[src/pkg/exc_reply_pkg.sv]
// Package: register map, codes and timing constants of the exception reply block
package exc_reply_pkg;
  // AXI4-Lite register byte offsets
  localparam logic [7:0] ctrl_off = 8'h00;
  localparam logic [7:0] timeout_off = 8'h04;
  localparam logic [7:0] delay_off = 8'h08;
  localparam logic [7:0] status_off = 8'h0c;
  localparam logic [7:0] mask_off = 8'h10;
  localparam logic [7:0] fault_off = 8'h14;
  localparam logic [7:0] link_off = 8'h18;
  // Control field positions
  localparam int ctrl_treat_lsb = 0;
  localparam int ctrl_keypad_bit = 4;
  localparam int ctrl_ascii_bit = 5;
  localparam int ctrl_baud_lsb = 8;
  localparam int ctrl_fmt_lsb = 12;
  // Status bit positions
  localparam int st_drop_bit = 0;
  localparam int st_exc_bit = 1;
  localparam int st_timeout_bit = 2;
  // Reset values
  localparam logic [7:0] delay_reset = 8'h01;
  localparam logic [15:0] timeout_reset = 16'h0000;
  localparam logic [31:0] ctrl_reset = 32'h0000_0000;
  localparam logic [7:0] delay_max = 8'hc8;
  // Exception codes
  localparam logic [7:0] exc_func = 8'h01;
  localparam logic [7:0] exc_addr = 8'h02;
  localparam logic [7:0] exc_value = 8'h03;
  localparam logic [7:0] exc_fail = 8'h04;
  localparam logic [7:0] exc_timeout = 8'h0a;
  // Forced keypad link format
  localparam logic [3:0] keypad_baud_code = 4'h5;
  localparam logic [3:0] keypad_fmt_code = 4'h3;
  localparam logic [7:0] func_exc_flag = 8'h80;
  // Timing
  localparam int clk_hz = 20_000_000;
  localparam int delay_unit_us = 2000;
  localparam int delay_unit_cycles = delay_unit_us * (clk_hz / 1_000_000);
  localparam int timeout_unit_ms = 100;
  localparam int timeout_unit_cycles = timeout_unit_ms * (clk_hz / 1000);
endpackage : exc_reply_pkg

[src/pkg/tx_byte_if.sv]
// Interface: byte stream from the frame builder to the top
interface tx_byte_if;
  logic valid;
  logic ready;
  logic [7:0] data;
  logic last;
  modport src (output valid, output data, output last, input ready);
  modport dst (input valid, input data, input last, output ready);
endinterface : tx_byte_if

[src/exc_frame_builder.sv]
// Exception frame builder: RTU and ASCII serialisation with CRC or LRC
module exc_frame_builder
  import exc_reply_pkg::*;
(
  input wire logic aclk,
  input wire logic aresetn,
  input wire logic start,
  input wire logic ascii_mode,
  input wire logic [7:0] slave_addr,
  input wire logic [7:0] func_code,
  input wire logic [7:0] exc_code,
  output logic busy,
  tx_byte_if.src tx
);
  import exc_reply_pkg::*;

  function automatic logic [15:0] crc_step(input logic [15:0] c, input logic [7:0] b);
    logic [15:0] r;
    r = c ^ {8'h00, b};
    for (int i = 0; i < 8; i++) begin
      r = r[0] ? ((r >> 1) ^ 16'ha001) : (r >> 1);
    end
    return r;
  endfunction : crc_step

  function automatic logic [7:0] hex_char(input logic [3:0] n);
    return (n < 4'ha) ? (8'h30 + {4'h0, n}) : (8'h37 + {4'h0, n});
  endfunction : hex_char

  logic [3:0] idx;
  logic [7:0] f_addr, f_func, f_code;
  logic f_ascii;
  wire [7:0] func_mod = f_func | func_exc_flag;
  wire [15:0] crc = crc_step(crc_step(crc_step(16'hffff, f_addr), func_mod), f_code);
  wire [7:0] lrc = 8'(8'h00 - 8'(f_addr + func_mod + f_code));
  wire [3:0] last_idx = f_ascii ? 4'ha : 4'h4;
  logic [7:0] rtu_byte, ascii_byte;

  // RTU: address, function, code, CRC low then high
  always_comb begin
    case (idx)
      4'h0: rtu_byte = f_addr;
      4'h1: rtu_byte = func_mod;
      4'h2: rtu_byte = f_code;
      4'h3: rtu_byte = crc[7:0];
      default: rtu_byte = crc[15:8];
    endcase
  end

  // ASCII: colon, six hex digits, LRC pair, CR LF
  always_comb begin
    case (idx)
      4'h0: ascii_byte = 8'h3a;
      4'h1: ascii_byte = hex_char(f_addr[7:4]);
      4'h2: ascii_byte = hex_char(f_addr[3:0]);
      4'h3: ascii_byte = hex_char(func_mod[7:4]);
      4'h4: ascii_byte = hex_char(func_mod[3:0]);
      4'h5: ascii_byte = hex_char(f_code[7:4]);
      4'h6: ascii_byte = hex_char(f_code[3:0]);
      4'h7: ascii_byte = hex_char(lrc[7:4]);
      4'h8: ascii_byte = hex_char(lrc[3:0]);
      4'h9: ascii_byte = 8'h0d;
      default: ascii_byte = 8'h0a;
    endcase
  end

  assign tx.valid = busy;
  assign tx.data = f_ascii ? ascii_byte : rtu_byte;
  assign tx.last = busy && (idx == last_idx);

  // Latch fields at start, step one byte per accepted beat
  always_ff @(posedge aclk) begin
    if (!aresetn) begin
      busy <= 1'b0;
      idx <= 4'h0;
      f_addr <= 8'h00;
      f_func <= 8'h00;
      f_code <= 8'h00;
      f_ascii <= 1'b0;
    end else if (!busy) begin
      if (start) begin
        busy <= 1'b1;
        idx <= 4'h0;
        f_addr <= slave_addr;
        f_func <= func_code; // Top bit forced on output
        f_code <= exc_code;
        f_ascii <= ascii_mode;
      end
    end else if (tx.ready) begin
      busy <= (idx != last_idx);
      idx <= 4'(idx + 4'h1);
    end
  end

  tx_func_a: assert property (@(posedge aclk) disable iff (!aresetn)
      busy && !f_ascii && idx == 4'h1 |-> tx.data[7] == 1'b1)
    else $error("exception function byte lacks top bit");
  // Beats taken in the current frame; the far end may stall, so count handshakes, not cycles
  logic [3:0] beats;
  always_ff @(posedge aclk) begin
    if (!aresetn || !busy) begin
      beats <= 4'h0;
    end else if (tx.ready) begin
      beats <= 4'(beats + 4'h1);
    end
  end

  rtu_len_a: assert property (@(posedge aclk) disable iff (!aresetn)
      busy && !f_ascii && tx.ready && tx.last |-> beats == 4'h4)
    else $error("rtu exception frame not five bytes");
  ascii_head_a: assert property (@(posedge aclk) disable iff (!aresetn)
      busy && f_ascii && idx == 4'h0 |-> tx.data == 8'h3a)
    else $error("ascii frame does not open with colon");
  ascii_tail_a: assert property (@(posedge aclk) disable iff (!aresetn)
      tx.last && f_ascii |-> tx.data == 8'h0a)
    else $error("ascii frame does not end with line feed");
endmodule : exc_frame_builder

[src/exc_reply_top.sv]
// Top: request verdict, exception reply, display code, idle timeout, reply delay
//
// The implementer's own choices: the register offsets and the AXI4-Lite slave port.
module exc_reply_top
  import exc_reply_pkg::*;
#(
  parameter int delay_unit = delay_unit_cycles,
  parameter int timeout_unit = timeout_unit_cycles
) (
  input wire logic aclk,
  input wire logic aresetn,
  // AXI4-Lite slave
  input wire logic [7:0] s_axi_awaddr,
  input wire logic s_axi_awvalid,
  output logic s_axi_awready,
  input wire logic [31:0] s_axi_wdata,
  input wire logic [3:0] s_axi_wstrb,
  input wire logic s_axi_wvalid,
  output logic s_axi_wready,
  output logic [1:0] s_axi_bresp,
  output logic s_axi_bvalid,
  input wire logic s_axi_bready,
  input wire logic [7:0] s_axi_araddr,
  input wire logic s_axi_arvalid,
  output logic s_axi_arready,
  output logic [31:0] s_axi_rdata,
  output logic [1:0] s_axi_rresp,
  output logic s_axi_rvalid,
  input wire logic s_axi_rready,
  // Request verdict from the frame parser
  input wire logic req_done,
  input wire logic req_comm_err,
  input wire logic [7:0] req_addr,
  input wire logic [7:0] req_func,
  input wire logic req_func_bad,
  input wire logic req_addr_bad,
  input wire logic req_value_bad,
  input wire logic req_exec_fail,
  input wire logic bus_activity,
  // Reply byte stream
  output logic tx_valid,
  output logic [7:0] tx_data,
  output logic tx_last,
  input wire logic tx_ready,
  output logic normal_reply_go,
  // Effective link format and display
  output logic [3:0] eff_baud,
  output logic [3:0] eff_format,
  output logic eff_ascii,
  output logic [7:0] comm_fault_display_code,
  output logic irq
);
  import exc_reply_pkg::*;


  typedef enum logic [1:0] {st_idle = 2'b00, st_wait = 2'b01, st_send = 2'b11} reply_e;
  reply_e state, next_state;

  logic [31:0] ctrl;
  logic [15:0] bus_idle_timeout_period;
  logic [7:0] reply_delay_count;
  logic [7:0] slave_id;
  logic [2:0] status, mask;
  logic [7:0] exc_code_q;
  logic exc_pending;
  logic [31:0] delay_cnt;
  logic [31:0] unit_cnt;
  logic [15:0] idle_units;
  logic timeout_hit;
  logic aw_held, w_held;
  logic [7:0] aw_addr_q;
  logic [31:0] w_data_q;
  logic builder_busy;
  tx_byte_if txi ();

  // Control fields
  wire [1:0] timeout_treatment_setting = ctrl[ctrl_treat_lsb +: 2];
  wire keypad_port_select = ctrl[ctrl_keypad_bit];
  wire [3:0] link_baud_setting = ctrl[ctrl_baud_lsb +: 4];
  wire [3:0] link_format_setting = ctrl[ctrl_fmt_lsb +: 4];
  wire ascii_setting = ctrl[ctrl_ascii_bit];

  // Keypad port overrides baud, format and framing
  assign eff_baud = keypad_port_select ? keypad_baud_code : link_baud_setting;
  assign eff_format = keypad_port_select ? keypad_fmt_code : link_format_setting;
  assign eff_ascii = keypad_port_select ? 1'b0 : ascii_setting;

  // Verdict priority: function, address, value, execution
  wire any_bad = req_func_bad | req_addr_bad | req_value_bad | req_exec_fail;
  wire [7:0] verdict_code = req_func_bad ? exc_func :
                            req_addr_bad ? exc_addr :
                            req_value_bad ? exc_value :
                            exc_fail;
  wire req_ok = req_done && !req_comm_err; // Errored frames vanish here
  wire accept = req_ok && state == st_idle;
  wire delay_done = delay_cnt == 32'h0;

  // Reply sequencing
  always_comb begin
    next_state = state;
    case (state)
      st_idle: if (accept) next_state = st_wait;
      st_wait: if (delay_done) next_state = st_send;
      st_send: if (!exc_pending || (txi.valid && txi.ready && txi.last)) next_state = st_idle;
      default: next_state = st_idle;
    endcase
  end

  wire send_exc = state == st_wait && delay_done && exc_pending;
  assign normal_reply_go = state == st_wait && delay_done && !exc_pending;

  always_ff @(posedge aclk) begin
    if (!aresetn) begin
      state <= st_idle;
      exc_pending <= 1'b0;
      exc_code_q <= 8'h00;
      delay_cnt <= 32'h0;
    end else begin
      state <= next_state;
      if (accept) begin
        exc_pending <= any_bad;
        exc_code_q <= verdict_code;
        delay_cnt <= 32'(reply_delay_count) * 32'(delay_unit);
      end else if (state == st_wait && !delay_done) begin
        delay_cnt <= delay_cnt - 32'h1;
      end
    end
  end

  exc_frame_builder u_builder (
    .aclk(aclk),
    .aresetn(aresetn),
    .start(send_exc),
    .ascii_mode(eff_ascii),
    .slave_addr(req_addr),
    .func_code(req_func),
    .exc_code(exc_code_q),
    .busy(builder_busy),
    .tx(txi)
  );
  assign tx_valid = txi.valid;
  assign tx_data = txi.data;
  assign tx_last = txi.last;
  assign txi.ready = tx_ready;

  // Idle timeout in 0.1 s units; any traffic restarts it
  wire timeout_armed = bus_idle_timeout_period != 16'h0 && timeout_treatment_setting <= 2'd2;
  assign timeout_hit = timeout_armed && idle_units == bus_idle_timeout_period && !bus_activity;
  always_ff @(posedge aclk) begin
    if (!aresetn || bus_activity || !timeout_armed) begin
      unit_cnt <= 32'h0;
      idle_units <= 16'h0;
    end else if (idle_units != bus_idle_timeout_period) begin
      unit_cnt <= (unit_cnt == 32'(timeout_unit - 1)) ? 32'h0 : unit_cnt + 32'h1;
      if (unit_cnt == 32'(timeout_unit - 1)) idle_units <= idle_units + 16'h1;
    end
  end

  // Display code: decimal digits in two nibbles, latest event wins
  wire [7:0] bcd_exc = {4'h0, exc_code_q[3:0]}; // Codes 01..04
  always_ff @(posedge aclk) begin
    if (!aresetn) begin
      comm_fault_display_code <= 8'h00;
    end else if (send_exc) begin
      comm_fault_display_code <= bcd_exc;
    end else if (timeout_hit) begin
      comm_fault_display_code <= 8'h10; // Decimal ten
    end
  end

  // AXI4-Lite write path: address and data in either order
  wire wr_fire = aw_held && w_held && !s_axi_bvalid;
  assign s_axi_awready = !aw_held;
  assign s_axi_wready = !w_held;
  wire [2:0] w1c = (wr_fire && aw_addr_q == status_off) ? w_data_q[2:0] : 3'h0;
  wire [2:0] events = {timeout_hit, send_exc, req_done && req_comm_err};
  always_ff @(posedge aclk) begin
    if (!aresetn) begin
      aw_held <= 1'b0;
      w_held <= 1'b0;
      aw_addr_q <= 8'h00;
      w_data_q <= 32'h0;
      s_axi_bvalid <= 1'b0;
      ctrl <= ctrl_reset;
      bus_idle_timeout_period <= timeout_reset;
      reply_delay_count <= delay_reset;
      slave_id <= 8'h01;
      mask <= 3'h0;
      status <= 3'h0;
    end else begin
      if (s_axi_awvalid && !aw_held) begin
        aw_held <= 1'b1;
        aw_addr_q <= s_axi_awaddr;
      end
      if (s_axi_wvalid && !w_held) begin
        w_held <= 1'b1;
        w_data_q <= s_axi_wdata;
      end
      if (wr_fire) begin
        aw_held <= 1'b0;
        w_held <= 1'b0;
        s_axi_bvalid <= 1'b1;
        case (aw_addr_q)
          ctrl_off: ctrl <= w_data_q;
          timeout_off: bus_idle_timeout_period <= w_data_q[15:0];
          delay_off: reply_delay_count <= (w_data_q[7:0] > delay_max) ? delay_max : w_data_q[7:0];
          mask_off: mask <= w_data_q[2:0];
          link_off: slave_id <= w_data_q[7:0];
          default: ;
        endcase
      end else if (s_axi_bvalid && s_axi_bready) begin
        s_axi_bvalid <= 1'b0;
      end
      status <= (status & ~w1c) | events; // Set wins over clear
    end
  end
  assign s_axi_bresp = 2'b00;

  // Read path
  logic [31:0] rd_mux;
  always_comb begin
    case (s_axi_araddr)
      ctrl_off: rd_mux = ctrl;
      timeout_off: rd_mux = {16'h0, bus_idle_timeout_period};
      delay_off: rd_mux = {24'h0, reply_delay_count};
      status_off: rd_mux = {29'h0, status};
      mask_off: rd_mux = {29'h0, mask};
      fault_off: rd_mux = {22'h0, state, comm_fault_display_code};
      link_off: rd_mux = {23'h0, eff_ascii, eff_format, eff_baud};
      default: rd_mux = 32'h0;
    endcase
  end
  assign s_axi_arready = !s_axi_rvalid;
  always_ff @(posedge aclk) begin
    if (!aresetn) begin
      s_axi_rvalid <= 1'b0;
      s_axi_rdata <= 32'h0;
    end else if (s_axi_arvalid && !s_axi_rvalid) begin
      s_axi_rvalid <= 1'b1;
      s_axi_rdata <= rd_mux;
    end else if (s_axi_rready) begin
      s_axi_rvalid <= 1'b0;
    end
  end
  assign s_axi_rresp = 2'b00;
  assign irq = |(status & mask);

  drop_silent_a: assert property (@(posedge aclk) disable iff (!aresetn)
      state == st_idle && req_done && req_comm_err |=> state == st_idle)
    else $error("errored request was answered");
  code_func_a: assert property (@(posedge aclk) disable iff (!aresetn)
      accept && req_func_bad |=> exc_code_q == 8'h01)
    else $error("bad function not coded 01");
  code_addr_a: assert property (@(posedge aclk) disable iff (!aresetn)
      accept && !req_func_bad && req_addr_bad |=> exc_code_q == 8'h02)
    else $error("bad address not coded 02");
  code_value_a: assert property (@(posedge aclk) disable iff (!aresetn)
      accept && !req_func_bad && !req_addr_bad && req_value_bad |=> exc_code_q == 8'h03)
    else $error("bad value not coded 03");
  code_fail_a: assert property (@(posedge aclk) disable iff (!aresetn)
      accept && req_exec_fail && !req_func_bad && !req_addr_bad && !req_value_bad |=> exc_code_q == 8'h04)
    else $error("failed action not coded 04");
  display_exc_a: assert property (@(posedge aclk) disable iff (!aresetn)
      send_exc |=> comm_fault_display_code == exc_code_q && tx_valid)
    else $error("display or reply missing on exception");
  timeout_show_a: assert property (@(posedge aclk) disable iff (!aresetn)
      timeout_hit && !send_exc |=> comm_fault_display_code == 8'h10)
    else $error("timeout not shown as ten");
  delay_hold_a: assert property (@(posedge aclk) disable iff (!aresetn)
      accept && reply_delay_count == 8'h1 |=> state == st_wait [*2])
    else $error("reply sent before delay");
  keypad_fmt_a: assert property (@(posedge aclk) disable iff (!aresetn)
      keypad_port_select |-> eff_baud == keypad_baud_code && !eff_ascii)
    else $error("keypad format not forced");

  // Dropped frames and the reply wait
  drop_flag_a: assert property (@(posedge aclk) disable iff (!aresetn)
      req_done && req_comm_err |=> status[st_drop_bit])
    else $error("dropped frame not flagged");
  wait_quiet_a: assert property (@(posedge aclk) disable iff (!aresetn)
      state == st_wait && !delay_done |-> !tx_valid && !normal_reply_go)
    else $error("reply started inside delay");
  normal_pulse_a: assert property (@(posedge aclk) disable iff (!aresetn)
      normal_reply_go |=> !normal_reply_go)
    else $error("normal reply strobe longer than one cycle");

  // Register bus answers stand until taken
  bvalid_hold_a: assert property (@(posedge aclk) disable iff (!aresetn)
      s_axi_bvalid && !s_axi_bready |=> s_axi_bvalid)
    else $error("write response withdrawn early");
  rvalid_hold_a: assert property (@(posedge aclk) disable iff (!aresetn)
      s_axi_rvalid && !s_axi_rready |=> s_axi_rvalid && $stable(s_axi_rdata))
    else $error("read data withdrawn or changed early");
endmodule : exc_reply_top

[config.mk]
export PLATFORM = sky130hd
export DESIGN_NAME = exc_reply_top
export DESIGN_NICKNAME = d
export VERILOG_FILES = /design/src/pkg/exc_reply_pkg.sv /design/src/pkg/tx_byte_if.sv /design/src/exc_frame_builder.sv /design/src/exc_reply_top.sv
export SDC_FILE = /design/constraint.sdc
export NUM_CORES = 1
export LEC_CHECK = 0
export ABC_AREA = 1
export ABC_CLOCK_PERIOD_IN_PS = 5600
export CAP_MARGIN = 20
export CORE_MARGIN = 5
export CORE_UTILIZATION = 65
export CTS_CLUSTER_SIZE = 14
export DETAILED_ROUTE_END_ITERATION = 6
export DONT_BUFFER_PORTS = 1
export GPL_TIMING_DRIVEN = 0
export PLACE_DENSITY = 0.9
export SLEW_MARGIN = 20
export SYNTH_ARGS = -nofsm -noshare
export SYNTH_HDL_FRONTEND = slang
export SYNTH_SLANG_ARGS = --single-unit
[constraint.sdc]
create_clock -name aclk -period 5.6 [get_ports aclk]
set_input_delay 1.12 -clock aclk [delete_from_list [all_inputs] [get_ports aclk]]
set_output_delay 1.12 -clock aclk [all_outputs]
set_load 0.005 [all_outputs]
==> flow_summary.toml <==
[detailed_routing]
vias = 15400
drtAntennaViolNets = 0
drtPass1Iterations = 6
vias_per_cell = 6.16
route.detailed.drc = 0
drtIter0Drc = 1834
drt_wl_total_um = 47300
routedWlPerCell_um = 19.0

[worst_setup_path]
arrival_ns = 4.21
path_class = "register to primary output"
critPathMaxFanout = 8
cp.required_ns = 4.48
cp-start-kind = "register"
r2r_slack_ns = 1.51
cp-end-kind = "primary output"

[sta]
finalSetupViolCount = 0
worst_slew_pin_slew_ns = 0.990
setup_tns_ns = 0
fin_crit_ns = 5.33
finalCritPeriodShare_pct = 95.2
slew_headroom_pct = 33.4
finalMaxSlewViolations = 0
holdWs_ns = 0.460
rsz0062_at_grt = "false"
finalHoldViolations = 0
finalClockSkew_ns = 0.0243
clock.fmax_mhz = 188

[die]
die_x_um = 162
rows = 55
die_y_um = 162
dieArea_sq_um = 26100
initial_core_util_pct = 65.9
ioPinCount = 153
core_sq_um = 22600

[yosys]
synth_flop_cell = "dfxtp_1"
yosysMostFrequentCell = "nand2_1"
yosysSeqAreaShare_pct = 33.8
syn_area_sq_um = 14900
syn_area_per_cell_sq_um = 6.94
async_flop_share_pct = 0
ys_ff_latch = 252
yosysUniqueCellTypes = 63
synth_warnings = 0
yosysTopAreaCell = "dfxtp_1"
synth_edf_count = 0
synth_common_cells = "nand2_1 (377), nor2_1 (270), inv_1 (260)"
synthCells = 2151
synth_area_leaders = "dfxtp_1 (34%), nand2_1 (9.5%), o21ai_0 (6.8%)"
synth_top_area_share_pct = 33.8

[cts]
cts_max_path_buffers = 3
cts_buffers = 26
cts_sinks = 252
htree_levels = 1
clk_pin_slew_worst_paths_ns = 0.06
cts_root_buf = "clkbuf_16"
clk-insertion-delay-late_ns = 0.55
cts_tree = "done"

[pwr]
power_frac_seq_pct = 41.2
p_switching_mw = 1.55
power_frac_clock_pct = 36.6
comb_power_share_pct = 22.3
peakVddDrop_mv = 0.277
powerDensity_nw_per_um2 = 299
p_int_mw = 3.30
p_leak_nw = 6.70
switching_share_pct = 32.0
p_total_mw = 4.85

[finish]
ff_latch_area_sq_um = 5050
multiInputGateArea_sq_um = 8540
syn_to_final_growth_pct = 8.72
final_cells = 2494
drive_above_1_share_pct = 5.07
nFillCells = 1822
finalInstanceArea_sq_um = 16200
nets = 2368

[placed_design]
place_inst = 2443
placed_area_sq_um = 15300
hpwl_um = 35800
io_buffer_count = 0
gp_congestion = 0.966

[job]
maxCapViolCount = 0

[global_route]
grtUsageTotal_pct = 35.1
grt_pass1_wl_um = 75300
grt_pass1_vias = 14800
gr-total-overflow = 0
antenna_found_initial = 1
grt_max_degree = 15

[status]
status = "finished, final reports clean"

[worst_hold_path]
worst_hold_path_type = "register to register"
==> per-layer routing <==
| metal | share of wire [%] | GRT usage, % |
|---|---|---|
| met3 | 9.9 | 8.24 |
| met2 | 46 | 58.4 |
| met1 | 39 | 43.5 |
| met4 | 4.7 | 15.2 |
| met5 | 0 | 0 |
==> logic make-up (layout without fill, tap and decap cells) <==
family	Yosys count	count (layout)	synth area share (%)
buffers and inverters	346	396	9.18
xor gates and xnor gates	62	62	3.64
adders and majority gates	95	95	8.72
DFF	252	252	33.8
AOI/OAI and AO/OA	492	492	18.1
and+or+nand+nor	903	903	26.5
other	1	9	0.0251
==> per-stage QoR <==
step,setup slack [ns],utilization [%]
after global placement,0.808,67.6
after detailed placement,0.709,67.6
after CTS,0.116,71.5
after global routing,0.0121,71.7
after floorplan,1.50,-
final,0.270,71.7
==> power by group through the flow <==
stage                     clock, mW  sequential [mW]  combinational [mW]
after CTS                      1.77             1.99                1.05
after global placement            0             2.02                1.01
after global routing           1.86             2.01                1.20
after floorplan                   0             2.00               0.818
after detailed placement          0             2.03                1.04
final                          1.77             2.00                1.08
==> cell usage in the layout, fill, tap and decap left out, types with 31 or more instances in the layout <==
| master | Yosys | layout |
|---|---|---|
| nor3_1 | 54 | 54 |
| inv_1 | 260 | 259 |
| nor4_1 | 31 | 31 |
| o21ai_0 | 203 | 202 |
| xor2_1 | 45 | 45 |
| a21oi_1 | 196 | 196 |
| nor2_1 | 270 | 270 |
| nand3_1 | 95 | 95 |
| nand2_1 | 377 | 377 |
| clkbuf_1 | 51 | 55 |
| nand4_1 | 33 | 33 |
| ha_1 | 80 | 80 |
| dfxtp_1 | 252 | 251 |
==> flip-flops by register name, summed over array words and instances (netlist names), 8 cells and up <==
signal	flops
ctrl	32
delay_cnt	32
s_axi_rdata	32
unit_cnt	32
w_data_q	32
bus_idle_timeout_period	16
idle_units	16
aw_addr_q	8
reply_delay_count	8
u_builder.f_addr	8
==> repair_timing <==
item | CTS | global route
buffers inserted | 0 | 4
endpoints found under the hold margin | 0 | 0
endpoints found under the setup margin | 0 | 3
resized for setup | 0 | 4
hold buffers | 0 | 0
==> area by class of cell <==
class | count | area share, %
inverter | 272 | 6.32
antenna | 1 | 0.0154
clock buffer | 36 | 4.61
tap | 285 | 2.20
clock inverter | 10 | 0.810
buffer | 74 | 2.15
multi-input combinational | 1560 | 52.6
sequential | 252 | 31.1
timing repair buffer | 4 | 0.185
==> final timing paths <==
check,from,to,cells past startpoint
max,u_builder.f_func[1],tx_data[2],18
min,ctrl[24],s_axi_rdata[24],2
max reg2reg,reply_delay_count[5],delay_cnt[21],18
min reg2reg,ctrl[24],s_axi_rdata[24],2
==> critical path: stages (launching register included) <==
cell,delay [ns]
dfxtp_1,0.56
ha_1,0.31
inv_1,0.08
fa_1,0.40
ha_1,0.26
fa_1,0.43
nand3_1,0.11
nand2_1,0.08
nand2_1,0.07
nand2_1,0.05
a21oi_1,0.17
xor2_1,0.25
nand2_1,0.16
inv_1,0.14
nand2_1,0.12
o21ai_0,0.21
o21ai_0,0.11
nand2_1,0.07
o21ai_0,0.11
No activity file was read; power rests on OpenSTA's default activity.
